File: src/rtl/artp_pkg.sv
// Purpose: Shared constants for the auto-reload timer with PWM output
// Assumes: AHB-Lite register bus, 32-bit data, one register per aligned word
// Notes:   Offsets are register indices; byte address is index times four
package artp_pkg;

   // ==========================================================
   // Register indices
   localparam logic [7:0] ARTP_OFS_MODE    = 8'hd5;  // Mode control (index)
   localparam logic [7:0] ARTP_OFS_FLAGS   = 8'hd6;  // Status flags (index)
   localparam logic [7:0] ARTP_OFS_CLKEDGE = 8'hd7;  // Clock/edge config (index)
   localparam logic [7:0] ARTP_OFS_RELOAD  = 8'hd9;  // Reload/capture (index)
   localparam logic [7:0] ARTP_OFS_COMPARE = 8'hda;  // Compare value (index)
   localparam logic [7:0] ARTP_OFS_LIVE    = 8'hdb;  // Live load (index)
   localparam int         ARTP_IDX_SHIFT   = 2;      // Byte address = index * 4

   // ==========================================================
   // Mode control fields
   localparam int ARTP_B_LOAD  = 7;  // Counter load strobe
   localparam int ARTP_B_EN    = 6;  // Count enable
   localparam int ARTP_B_WOE   = 5;  // Wave output enable
   localparam int ARTP_B_EIE   = 4;  // Edge irq enable
   localparam int ARTP_B_MIE   = 3;  // Match irq enable
   localparam int ARTP_B_WIE   = 2;  // Wrap irq enable
   localparam int ARTP_B_MODE  = 0;  // Mode select field lsb

   // Status flags
   localparam int ARTP_B_EF    = 2;  // Edge flag
   localparam int ARTP_B_MF    = 1;  // Match flag
   localparam int ARTP_B_WF    = 0;  // Wrap flag

   // Clock/edge config fields
   localparam int ARTP_B_DIV   = 5;  // Divider select lsb
   localparam int ARTP_B_RSV   = 4;  // Reserved, kept zero
   localparam int ARTP_B_SLPOL = 3;  // Edge polarity (1 = falling)
   localparam int ARTP_B_SLEN  = 2;  // Edge detect enable
   localparam int ARTP_B_SRC   = 0;  // Source select lsb

   localparam logic [7:0] ARTP_MODE_RST = 8'h00;  // Mode control reset value
   localparam logic [7:0] ARTP_CNT_MAX  = 8'hff;  // Wrap point
   localparam logic [1:0] ARTP_DIV3_END = 2'h2;   // Divide-by-3 terminal count

   // Operating modes and clock sources
   typedef enum logic [1:0] {ARTP_AUTO, ARTP_CAP, ARTP_CAPRST, ARTP_EXTLD} artp_mode_t;
   typedef enum logic [1:0] {ARTP_SRC_INT, ARTP_SRC_DIV3, ARTP_SRC_PIN, ARTP_SRC_RSV} artp_src_t;

endpackage

File: src/rtl/artp_timer.sv
// Purpose: 8-bit auto-reload timer with PWM, capture and external load
// Assumes: One clock hclk (100 MHz); AHB-Lite slave, zero wait states
// Notes:   Timer input pin is asynchronous and passes a 3-flop synchroniser

// Contract
// - Load strobe copies reload value, clears prescaler
// - Load strobe bit always reads zero
// - Enable clear freezes prescaler and counting; counter loads still act
// - Wave output enable gates PWM pin
// - Edge irq when enable and flag set
// - Match irq when enable and flag set
// - Wrap irq when enable and flag set
// - Mode field selects four operating modes
// - Reset clears mode control register
// - Flags cleared by writing zero only
// - Active input edge sets edge flag
// - Counter equal compare sets match flag
// - Rollover from max to reload value sets wrap
// - Divider ratio two to field; counter untouched
// - Edge field: enable bit, polarity bit
// - Source field: internal, div3, pin, reserved
// - Live load reads/writes counter; no reset
// - Reload register reloads counter on overflow
// - Compare register holds match value
// - Overflow reloads, sets pin; match clears
// - Capture copies counter; reset variant clears
// - Extload edge copies reload into counter
// - Every counter load clears the prescaler
module artp_timer (
   input  wire logic        hclk,       // System clock
   input  wire logic        hresetn,    // Async reset, active low
   input  wire logic        hsel,       // Slave select
   input  wire logic [31:0] haddr,      // Byte address
   input  wire logic [1:0]  htrans,     // Transfer type
   input  wire logic        hwrite,     // Write when high
   input  wire logic [2:0]  hsize,      // Transfer size
   input  wire logic        hready,     // Bus ready in
   input  wire logic [31:0] hwdata,     // Write data
   output logic      [31:0] hrdata,     // Read data
   output logic             hreadyout,  // Always ready
   output logic             hresp,      // Always OKAY
   input  wire logic        tim_in,     // Timer input pin
   output logic             tim_out,    // Timer output pin
   output logic             irq         // Combined timer interrupt
);
   import artp_pkg::*;

   // ==========================================================
   // State
   logic [7:0]  mode_r;          // Mode control (bit 7 never stored)
   logic [2:0]  flags_r;         // Edge, match, wrap
   logic [7:0]  cfg_r;           // Clock/edge config
   logic [7:0]  reload_r;        // Reload/capture
   logic [7:0]  cmp_r;           // Compare value
   logic [7:0]  live_r;          // Live load, not reset
   logic [7:0]  cnt_r;           // Main counter
   logic [6:0]  psc_r;           // Prescaler counter
   logic [1:0]  div3_r;          // Divide-by-3 counter
   logic [2:0]  sync_r;          // Input synchroniser
   logic        pin_lvl_r;       // Filtered pin level
   logic        pwm_r;           // PWM waveform
   logic        wr_pend_r;       // Write data phase pending
   logic [7:0]  wr_addr_r;       // Latched write address
   logic        out_r;           // Registered pin
   logic        irq_r;           // Registered irq
   logic [31:0] rdata_r;         // Registered read data

   // ==========================================================
   // Bus decode
   wire         addr_ok   = hsel && hready && htrans[1];
   wire         wr_req    = addr_ok && hwrite;
   wire         rd_req    = addr_ok && !hwrite;
   wire  [7:0]  idx       = haddr[ARTP_IDX_SHIFT +: 8];   // Register index
   wire  [7:0]  wd        = hwdata[7:0];
   wire         wr_mode   = wr_pend_r && wr_addr_r == ARTP_OFS_MODE;
   wire         wr_flags  = wr_pend_r && wr_addr_r == ARTP_OFS_FLAGS;
   wire         wr_cfg    = wr_pend_r && wr_addr_r == ARTP_OFS_CLKEDGE;
   wire         wr_reload = wr_pend_r && wr_addr_r == ARTP_OFS_RELOAD;
   wire         wr_cmp    = wr_pend_r && wr_addr_r == ARTP_OFS_COMPARE;
   wire         wr_live   = wr_pend_r && wr_addr_r == ARTP_OFS_LIVE;

   // Field views
   artp_mode_t  mode;
   artp_src_t   src;
   assign mode = artp_mode_t'(mode_r[ARTP_B_MODE +: 2]);
   assign src  = artp_src_t'(cfg_r[ARTP_B_SRC +: 2]);
   wire  [2:0]  div_sel  = cfg_r[ARTP_B_DIV +: 3];
   wire         run      = mode_r[ARTP_B_EN];

   // ==========================================================
   // Input edge detection: a new pin level counts only once flops 2 and 3
   // agree, so a late-settling first flop never yields a false edge; the
   // edge is seen as soon as flop 3 takes a level held two cycles, with no extra latency
   wire         pin_agree = sync_r[1] == sync_r[2];
   wire         rise     = pin_agree && sync_r[2] && !pin_lvl_r;
   wire         fall     = pin_agree && !sync_r[2] && pin_lvl_r;
   wire         pol_edge = cfg_r[ARTP_B_SLPOL] ? fall : rise;
   wire         act_edge = cfg_r[ARTP_B_SLEN] && pol_edge;

   // Clock source tick; the reserved source never ticks
   wire         src_tick = (src == ARTP_SRC_INT) ||
                           (src == ARTP_SRC_DIV3 && div3_r == ARTP_DIV3_END) ||
                           (src == ARTP_SRC_PIN && rise);

   // Prescaler tap: ratio 2^div_sel; psc_r wraps modulo 128 so tap mask works
   wire  [6:0]  psc_inc  = psc_r + 7'h01;
   wire  [7:0]  tap_mask = (8'h01 << div_sel) - 8'h01;
   wire         cnt_tick = run && src_tick && ((psc_r & tap_mask[6:0]) == tap_mask[6:0]);

   // Event decode
   wire         wrap_ev   = cnt_tick && cnt_r == ARTP_CNT_MAX;
   wire         match_ev  = cnt_r == cmp_r;
   wire         cap_ev    = act_edge && (mode == ARTP_CAP || mode == ARTP_CAPRST);
   wire         extld_ev  = act_edge && mode == ARTP_EXTLD;
   wire         strobe_ld = wr_mode && wd[ARTP_B_LOAD];

   // ==========================================================
   // Counter and prescaler next state; loads win over counting
   logic [7:0]  cnt_nxt;
   logic [6:0]  psc_nxt;
   always_comb begin
      cnt_nxt = cnt_r;
      psc_nxt = psc_r;
      if (wr_live) begin
         cnt_nxt = wd;
         psc_nxt = '0;
      end else if (strobe_ld || extld_ev) begin
         cnt_nxt = reload_r;
         psc_nxt = '0;
      end else if (cap_ev && mode == ARTP_CAPRST) begin
         cnt_nxt = '0;
         psc_nxt = '0;
      end else if (wrap_ev) begin
         cnt_nxt = reload_r;
         psc_nxt = '0;
      end else if (run && src_tick) begin
         psc_nxt = psc_inc;
         if (cnt_tick) begin
            cnt_nxt = cnt_r + 8'h01;
         end
      end
   end

   // Counter, prescaler and divide-by-3
   always_ff @(posedge hclk or negedge hresetn) begin
      if (!hresetn) begin
         cnt_r  <= '0;
         psc_r  <= '0;
         div3_r <= '0;
      end else begin
         cnt_r  <= cnt_nxt;
         psc_r  <= psc_nxt;
         div3_r <= (div3_r == ARTP_DIV3_END) ? 2'h0 : div3_r + 2'h1;
      end
   end

   // Input synchroniser and filtered level; reset level matches the idle pin
   always_ff @(posedge hclk or negedge hresetn) begin
      if (!hresetn) begin
         sync_r    <= '0;
         pin_lvl_r <= 1'b0;
      end else begin
         sync_r <= {sync_r[1:0], tim_in};
         if (pin_agree) begin
            pin_lvl_r <= sync_r[2];                   // Level accepted once stable
         end
      end
   end

   // ==========================================================
   // Register writes; the load strobe bit is never stored
   always_ff @(posedge hclk or negedge hresetn) begin
      if (!hresetn) begin
         mode_r <= ARTP_MODE_RST;
         cfg_r  <= '0;
         cmp_r  <= '0;
      end else begin
         if (wr_mode) begin
            mode_r <= {1'b0, wd[6:0]};
         end
         if (wr_cfg) begin
            cfg_r <= wd & ~(8'h01 << ARTP_B_RSV);     // Reserved bit held zero
         end
         if (wr_cmp) begin
            cmp_r <= wd;
         end
      end
   end

   // Reload/capture: capture has priority over a same-cycle write
   always_ff @(posedge hclk or negedge hresetn) begin
      if (!hresetn) begin
         reload_r <= '0;
      end else if (cap_ev) begin
         reload_r <= cnt_r;
      end else if (wr_reload) begin
         reload_r <= wd;
      end
   end

   // Live load mirrors the counter; no reset by design. Reads of the live
   // load register come from this mirror, which tracks every load path
   always_ff @(posedge hclk) begin
      live_r <= cnt_nxt;
   end

   // ==========================================================
   // Flags: a set in the same cycle beats the software clear
   logic [2:0]  set_v;
   logic [2:0]  keep_v;
   assign set_v  = {act_edge, match_ev, wrap_ev};
   assign keep_v = wr_flags ? wd[2:0] : 3'h7;
   always_ff @(posedge hclk or negedge hresetn) begin
      if (!hresetn) begin
         flags_r <= '0;
      end else begin
         flags_r <= (flags_r & keep_v) | set_v;
      end
   end

   // PWM waveform: overflow sets, match clears
   always_ff @(posedge hclk or negedge hresetn) begin
      if (!hresetn) begin
         pwm_r <= 1'b0;
      end else if (wrap_ev) begin
         pwm_r <= 1'b1;
      end else if (match_ev) begin
         pwm_r <= 1'b0;
      end
   end

   // ==========================================================
   // Outputs from flops
   wire irq_nxt = (mode_r[ARTP_B_EIE] && flags_r[ARTP_B_EF]) ||
                  (mode_r[ARTP_B_MIE] && flags_r[ARTP_B_MF]) ||
                  (mode_r[ARTP_B_WIE] && flags_r[ARTP_B_WF]);
   always_ff @(posedge hclk or negedge hresetn) begin
      if (!hresetn) begin
         out_r <= 1'b0;
         irq_r <= 1'b0;
      end else begin
         out_r <= mode_r[ARTP_B_WOE] && pwm_r;
         irq_r <= irq_nxt;
      end
   end

   // ==========================================================
   // Bus slave: writes land at data phase, reads registered
   logic [7:0]  rd_mux;
   always_comb begin
      rd_mux = 8'h00;                                 // Unmapped reads zero
      unique case (idx)
         ARTP_OFS_MODE:    rd_mux = {1'b0, mode_r[6:0]};
         ARTP_OFS_FLAGS:   rd_mux = {5'h00, flags_r};
         ARTP_OFS_CLKEDGE: rd_mux = cfg_r;
         ARTP_OFS_RELOAD:  rd_mux = reload_r;
         ARTP_OFS_COMPARE: rd_mux = cmp_r;
         ARTP_OFS_LIVE:    rd_mux = live_r;
         default:          rd_mux = 8'h00;
      endcase
   end

   always_ff @(posedge hclk or negedge hresetn) begin
      if (!hresetn) begin
         wr_pend_r <= 1'b0;
         wr_addr_r <= '0;
         rdata_r   <= '0;
      end else begin
         wr_pend_r <= wr_req;
         wr_addr_r <= idx;
         if (rd_req) begin
            rdata_r <= {24'h00_0000, rd_mux};
         end
      end
   end

   assign hrdata    = rdata_r;
   assign hreadyout = 1'b1;
   assign hresp     = 1'b0;
   assign tim_out   = out_r;
   assign irq       = irq_r;

   // ==========================================================
   // Assertions
   // Checks on a counter load skip the cycles in which a load of higher
   // priority owns the counter, in the same order as the next-state logic.
   // Flag sets are checked without exceptions, since a set always beats a clear; the wrap clear check skips a same-cycle wrap.
   // All checks but reset_mode_a sleep while reset is low.
   strobe_reads_zero_a: assert property (@(posedge hclk) disable iff (!hresetn)
      rd_req && idx == ARTP_OFS_MODE |=> hrdata[ARTP_B_LOAD] == 1'b0)
      else $error("load strobe read back nonzero");
   freeze_when_off_a: assert property (@(posedge hclk) disable iff (!hresetn)
      !run && !wr_pend_r && !act_edge |=> $stable(cnt_r) && $stable(psc_r))
      else $error("counter moved while disabled");
   out_gated_a: assert property (@(posedge hclk) disable iff (!hresetn)
      !mode_r[ARTP_B_WOE] |=> !tim_out)
      else $error("pwm pin driven while disabled");
   wrap_flag_set_a: assert property (@(posedge hclk) disable iff (!hresetn)
      wrap_ev |=> flags_r[ARTP_B_WF])
      else $error("wrap did not set flag");
   wrap_reload_a: assert property (@(posedge hclk) disable iff (!hresetn)
      wrap_ev && !wr_pend_r && !act_edge |=> cnt_r == $past(reload_r) && psc_r == 7'h00)
      else $error("wrap did not reload counter");
   match_flag_set_a: assert property (@(posedge hclk) disable iff (!hresetn)
      match_ev |=> flags_r[ARTP_B_MF])
      else $error("match flag not set");
   load_clears_psc_a: assert property (@(posedge hclk) disable iff (!hresetn)
      strobe_ld |=> psc_r == 7'h00 && cnt_r == $past(reload_r))
      else $error("load strobe did not initialise");
   irq_combine_a: assert property (@(posedge hclk) disable iff (!hresetn)
      irq_nxt |=> irq)
      else $error("interrupt not raised");
   irq_masked_a: assert property (@(posedge hclk) disable iff (!hresetn)
      !mode_r[ARTP_B_EIE] && !mode_r[ARTP_B_MIE] && !mode_r[ARTP_B_WIE] |=> !irq)
      else $error("masked interrupt raised");
   reset_mode_a: assert property (@(posedge hclk)
      !hresetn |=> mode_r == ARTP_MODE_RST || hresetn)
      else $error("mode register not cleared");
   flag_one_keeps_a: assert property (@(posedge hclk) disable iff (!hresetn)
      wr_flags && wd[ARTP_B_EF] && flags_r[ARTP_B_EF] |=> flags_r[ARTP_B_EF])
      else $error("writing one changed a flag");
   flag_clear_a: assert property (@(posedge hclk) disable iff (!hresetn)
      wr_flags && !wd[ARTP_B_WF] && !wrap_ev |=> !flags_r[ARTP_B_WF])
      else $error("writing zero left wrap flag set");
   edge_flag_set_a: assert property (@(posedge hclk) disable iff (!hresetn)
      act_edge |=> flags_r[ARTP_B_EF])
      else $error("edge flag not set");
   pwm_set_a: assert property (@(posedge hclk) disable iff (!hresetn)
      wrap_ev |=> pwm_r)
      else $error("overflow did not set waveform");

   // Counter load and capture paths
   capture_copy_a: assert property (@(posedge hclk) disable iff (!hresetn)
      cap_ev |=> reload_r == $past(cnt_r))
      else $error("capture did not copy counter");
   caprst_clear_a: assert property (@(posedge hclk) disable iff (!hresetn)
      cap_ev && mode == ARTP_CAPRST && !wr_pend_r |=> cnt_r == 8'h00 && psc_r == 7'h00)
      else $error("capture reset did not clear counter");
   extload_copy_a: assert property (@(posedge hclk) disable iff (!hresetn)
      extld_ev && !wr_live |=> cnt_r == $past(reload_r) && psc_r == 7'h00)
      else $error("external load did not copy reload");
   live_write_a: assert property (@(posedge hclk) disable iff (!hresetn)
      wr_live |=> cnt_r == $past(wd) && psc_r == 7'h00)
      else $error("live load write did not reach counter");

endmodule
File: config.mk
export PLATFORM = sky130hd
export DESIGN_NAME = artp_timer
export DESIGN_NICKNAME = d
export VERILOG_FILES = /design/src/rtl/artp_pkg.sv /design/src/rtl/artp_timer.sv
export SDC_FILE = /design/constraint.sdc
export NUM_CORES = 1
export LEC_CHECK = 0
export BUFFER_PORTS_ARGS = -buffer_cell sky130_fd_sc_hd__buf_2
export CORE_MARGIN = 1
export CORE_UTILIZATION = 48
export DETAILED_ROUTE_END_ITERATION = 12
export PLACE_DENSITY = 0.88
export RECOVER_POWER = 50
export SYNTH_ARGS = -nofsm -noshare
export SYNTH_HDL_FRONTEND = slang
export SYNTH_SLANG_ARGS = --single-unit
File: constraint.sdc
create_clock -name hclk -period 1.9 [get_ports hclk]
set_clock_uncertainty 0.05 [all_clocks]
set_input_delay 0.38 -clock hclk [delete_from_list [all_inputs] [get_ports hclk]]
set_output_delay 0.38 -clock hclk [all_outputs]
set_load 0.02 [all_outputs]
==> run_summary.xml <==
<?xml version="1.0" encoding="UTF-8"?>
<metrics>
  <group name="clocking">
    <metric name="numClockSinks" unit="">82</metric>
    <metric name="cts_hold_repair.buffers" unit="">0</metric>
    <metric name="clock-root-buffer" unit="">clkbuf_8</metric>
    <metric name="clock_path_buffers" unit="">2</metric>
    <metric name="cts_tree" unit="">yes</metric>
    <metric name="clkLatencyLatePin" unit="ns">0.36</metric>
    <metric name="cts_htree_levels" unit="">3</metric>
    <metric name="cts.reportedPaths.clkPinSlew" unit="ns">0.08</metric>
    <metric name="cts_buffers" unit="">9</metric>
  </group>
  <group name="cells_and_area">
    <metric name="final_common_cell" unit="">dfrtp_1</metric>
    <metric name="utilization" unit="%">63.2</metric>
    <metric name="commonest_cells_after_routing_fill_and_taps_aside" unit="">74 x dfrtp_1, 58 x buf_4, 36 x nand2_1, 30 x o21ai_0, 28 x buf_2</metric>
    <metric name="synthToLayoutAreaGrowth" unit="%">25.7</metric>
    <metric name="drive_gt1_share" unit="%">33.7</metric>
    <metric name="fill_cells" unit="">631</metric>
    <metric name="layout.nets" unit="">581</metric>
    <metric name="total_inserted_antenna_cells" unit="">0</metric>
    <metric name="final-instance-count-excl-fill" unit="">610</metric>
  </group>
  <group name="logic_synthesis">
    <metric name="async_flop_share" unit="%">90.2</metric>
    <metric name="synth_area_per_cell" unit="µm²">10.3</metric>
    <metric name="synth.lib_cells_used.distinct" unit="">55</metric>
    <metric name="synth_area" unit="mm²">0.00417</metric>
    <metric name="synth.ff_latch_count" unit="">82</metric>
    <metric name="dominant_register_cell_in_the_synthesized_netlist" unit="">dfrtp_1</metric>
    <metric name="post_synthesis_sequential_area_ratio" unit="%">48.2</metric>
    <metric name="synth_cells" unit="">406</metric>
    <metric name="synth_edf_count" unit="">0</metric>
    <metric name="synth-warning-count" unit="">0</metric>
  </group>
  <group name="detailed_routing">
    <metric name="drt-initial-drc-count" unit="">259</metric>
    <metric name="drtPass1Iterations" unit="">5</metric>
    <metric name="postRouteAntennaNets" unit="">0</metric>
    <metric name="route.vias.total" unit="">3581</metric>
    <metric name="detail_route.vias_per_cell" unit="">5.87</metric>
    <metric name="wirelength" unit="mm">11.5</metric>
    <metric name="wire_per_inst" unit="µm">18.8</metric>
    <metric name="drc" unit="">0</metric>
  </group>
  <group name="floorplanning">
    <metric name="core" unit="mm²">0.00830</metric>
    <metric name="rows" unit="">33</metric>
    <metric name="die_x" unit="µm">95.3</metric>
    <metric name="die_outline_area" unit="mm²">0.00907</metric>
    <metric name="num_io_pins" unit="">111</metric>
    <metric name="die_height" unit="µm">95.3</metric>
    <metric name="initial_utilization" unit="%">50.3</metric>
  </group>
  <group name="setup_path">
    <metric name="cp.arrival" unit="ns">2.43</metric>
    <metric name="setup.worst_path.end_class" unit="">flop</metric>
    <metric name="critPathKind" unit="">flop to flop</metric>
    <metric name="critical_path_peak_fanout" unit="">7</metric>
    <metric name="worst_ep_required_time" unit="ns">2.11</metric>
    <metric name="startpoint_type" unit="">flop</metric>
  </group>
  <group name="timing">
    <metric name="hold_viol" unit="">0</metric>
    <metric name="timing.fmax" unit="MHz">450</metric>
    <metric name="postLayoutSetupSlackWorst" unit="ns">-0.321</metric>
    <metric name="rsz0062_at_grt" unit="">yes</metric>
    <metric name="timing.final.setup_violations" unit="">25</metric>
    <metric name="timing.slew.headroom" unit="%">32.6</metric>
    <metric name="hold_ws" unit="ns">0.0736</metric>
    <metric name="fin_crit_sh" unit="%">117</metric>
    <metric name="period_minus_slack" unit="ns">2.22</metric>
    <metric name="tightestPinTransition" unit="ns">1.01</metric>
    <metric name="slew_violations" unit="">0</metric>
  </group>
  <group name="power_and_ir_drop">
    <metric name="clock_power_share" unit="%">34.6</metric>
    <metric name="power_switching" unit="mW">1.13</metric>
    <metric name="p_sw_share" unit="%">27.8</metric>
    <metric name="sequential_cell_fraction_of_total_power" unit="%">49.3</metric>
    <metric name="cell_internal_pwr" unit="mW">2.95</metric>
    <metric name="total_power" unit="mW">4.08</metric>
    <metric name="power_leakage" unit="nW">2.47</metric>
    <metric name="vdd_ir_drop_max" unit="mV">0.557</metric>
    <metric name="power.density" unit="mW/mm²">778</metric>
    <metric name="share_comb_of_total_power" unit="%">16.0</metric>
  </group>
  <group name="global_route">
    <metric name="grtUsageTotal" unit="%">26.4</metric>
    <metric name="vias_in_the_first_global_route" unit="">3628</metric>
    <metric name="congestion_overflow_gr" unit="">0</metric>
    <metric name="first_pass_grt_wire_length" unit="mm">17.7</metric>
    <metric name="grt_antenna_before_repair" unit="">0</metric>
    <metric name="pin_count_of_the_biggest_net_entering_global_routing" unit="">75</metric>
  </group>
  <group name="place">
    <metric name="post-place-cells" unit="">583</metric>
    <metric name="io_buffers" unit="">32</metric>
    <metric name="dp_worst_setup_slack" unit="ns">-0.335</metric>
    <metric name="post_dp_hpwl" unit="mm">7.86</metric>
    <metric name="gp_congestion" unit="">0.993</metric>
  </group>
  <group name="outcome">
    <metric name="outcome" unit="">finished with violations</metric>
    <metric name="failed_checks" unit="">setup timing</metric>
  </group>
  <group name="worst_hold_path">
    <metric name="worst_hold_path_type" unit="">input pin to flop</metric>
  </group>
  <group name="job">
    <metric name="max_cap_violations" unit="">0</metric>
  </group>
</metrics>
[per-stage QoR]
| step | TNS [ns] | instance area [µm²] |
|---|---|---|
| floorplan | -1.87 | 4280 |
| global placement | -4.58 | 4770 |
| detailed placement | -5.81 | 4770 |
| CTS | -3.99 | 5040 |
| global route | -7.01 | 5250 |
| finish | -4.86 | 5250 |
[critical path, stage by stage, from the launching register on]
cell and delay (ns):
dfrtp_1 0.36, ha_2 0.18, or3b_4 0.39, a221oi_4 0.27, buf_12 0.16, and4_1 0.22
a21oi_1 0.07, o21a_1 0.19, o32ai_2 0.23
[timing repair]
| item | 4_1_cts | 5_1_grt |
|---|---|---|
| pin swaps | 2 | 21 |
| setup buffers | 2 | 10 |
| endpoints found under the setup margin | 26 | 39 |
| gates cloned | 0 | 0 |
| resized for setup | 9 | 31 |
[layout make-up]
cell class	count	area, µm²	area share [%]
clock buffer	11	141	2.70
clock inverter	5	77.6	1.48
inverter	12	45.0	0.859
multi-input combinational	296	2140	40.7
sequential	82	2010	38.4
tap	105	131	2.50
timing repair buffer	99	702	13.4
[cell usage after synthesis, drive strengths merged (7+ instances only)]
cell type  instances  area share [%]
clkbuf            10            0.90
mux2i             12             2.9
o21ai             31             3.7
a21oi             16             1.9
dfrtp             74              44
nand3             12             1.4
nand2b             8             1.2
xor2              12             2.5
mux2              24             6.5
buf               30             5.1
nand2             39             3.5
nor2              23             2.1
inv               12             1.1
a22o               9             1.9
and3               7             1.0
dfxtp              8             3.8
[final timing paths]
| kind | start | end | slack (ns) | cells after the start |
|---|---|---|---|---|
| min | tim_in | sync_r[0] | 0.07 | 1 |
| min in group asynchronous | hresetn | hrdata[4] | 0.23 | 2 |
| max | sync_r[2] | cnt_r[7] | -0.32 | 8 |
| min reg2reg | sync_r[0] | sync_r[1] | 0.31 | 0 |
| max in group asynchronous | hresetn | reload_r[3] | 0.91 | 2 |
| max reg2reg | sync_r[2] | cnt_r[7] | -0.32 | 8 |
[flip-flops by register name, summed over array words and instances (netlist names), 2 cells and up]
signal     cells
div3_r         2
reload_r       8
cnt_r          8
flags_r        3
cmp_r          8
sync_r         3
cfg_r          7
live_r         8
mode_r         7
psc_r          7
hrdata         8
wr_addr_r      8
[cell families after synthesis]
| family | share of synthesized area (%) |
|---|---|
| other cells | 0.180 |
| buf+inv | 7.10 |
| compound gates | 14.9 |
| simple gates | 15.5 |
| fa+ha+maj | 1.80 |
| flops | 48.2 |
| mux | 9.35 |
| xor+xnor | 2.94 |
[power by group through the flow]
stage / sequential [mW] / combinational [mW] / clock [mW]
after detailed placement: 2.04 / 0.585 / 0
after global placement: 2.03 / 0.548 / 0
after floorplan: 2.02 / 0.359 / 0
after global routing: 2.03 / 0.721 / 1.49
after CTS: 2.01 / 0.595 / 1.42
final: 2.01 / 0.654 / 1.41
[layer usage]
layer  track usage (%)  routed length (µm)
met4              13.1                 423
met2              45.4                5790
met3              5.90                 776
met1              30.8                4480
met5                 0                   0
(Power assumes the default switching activity.)
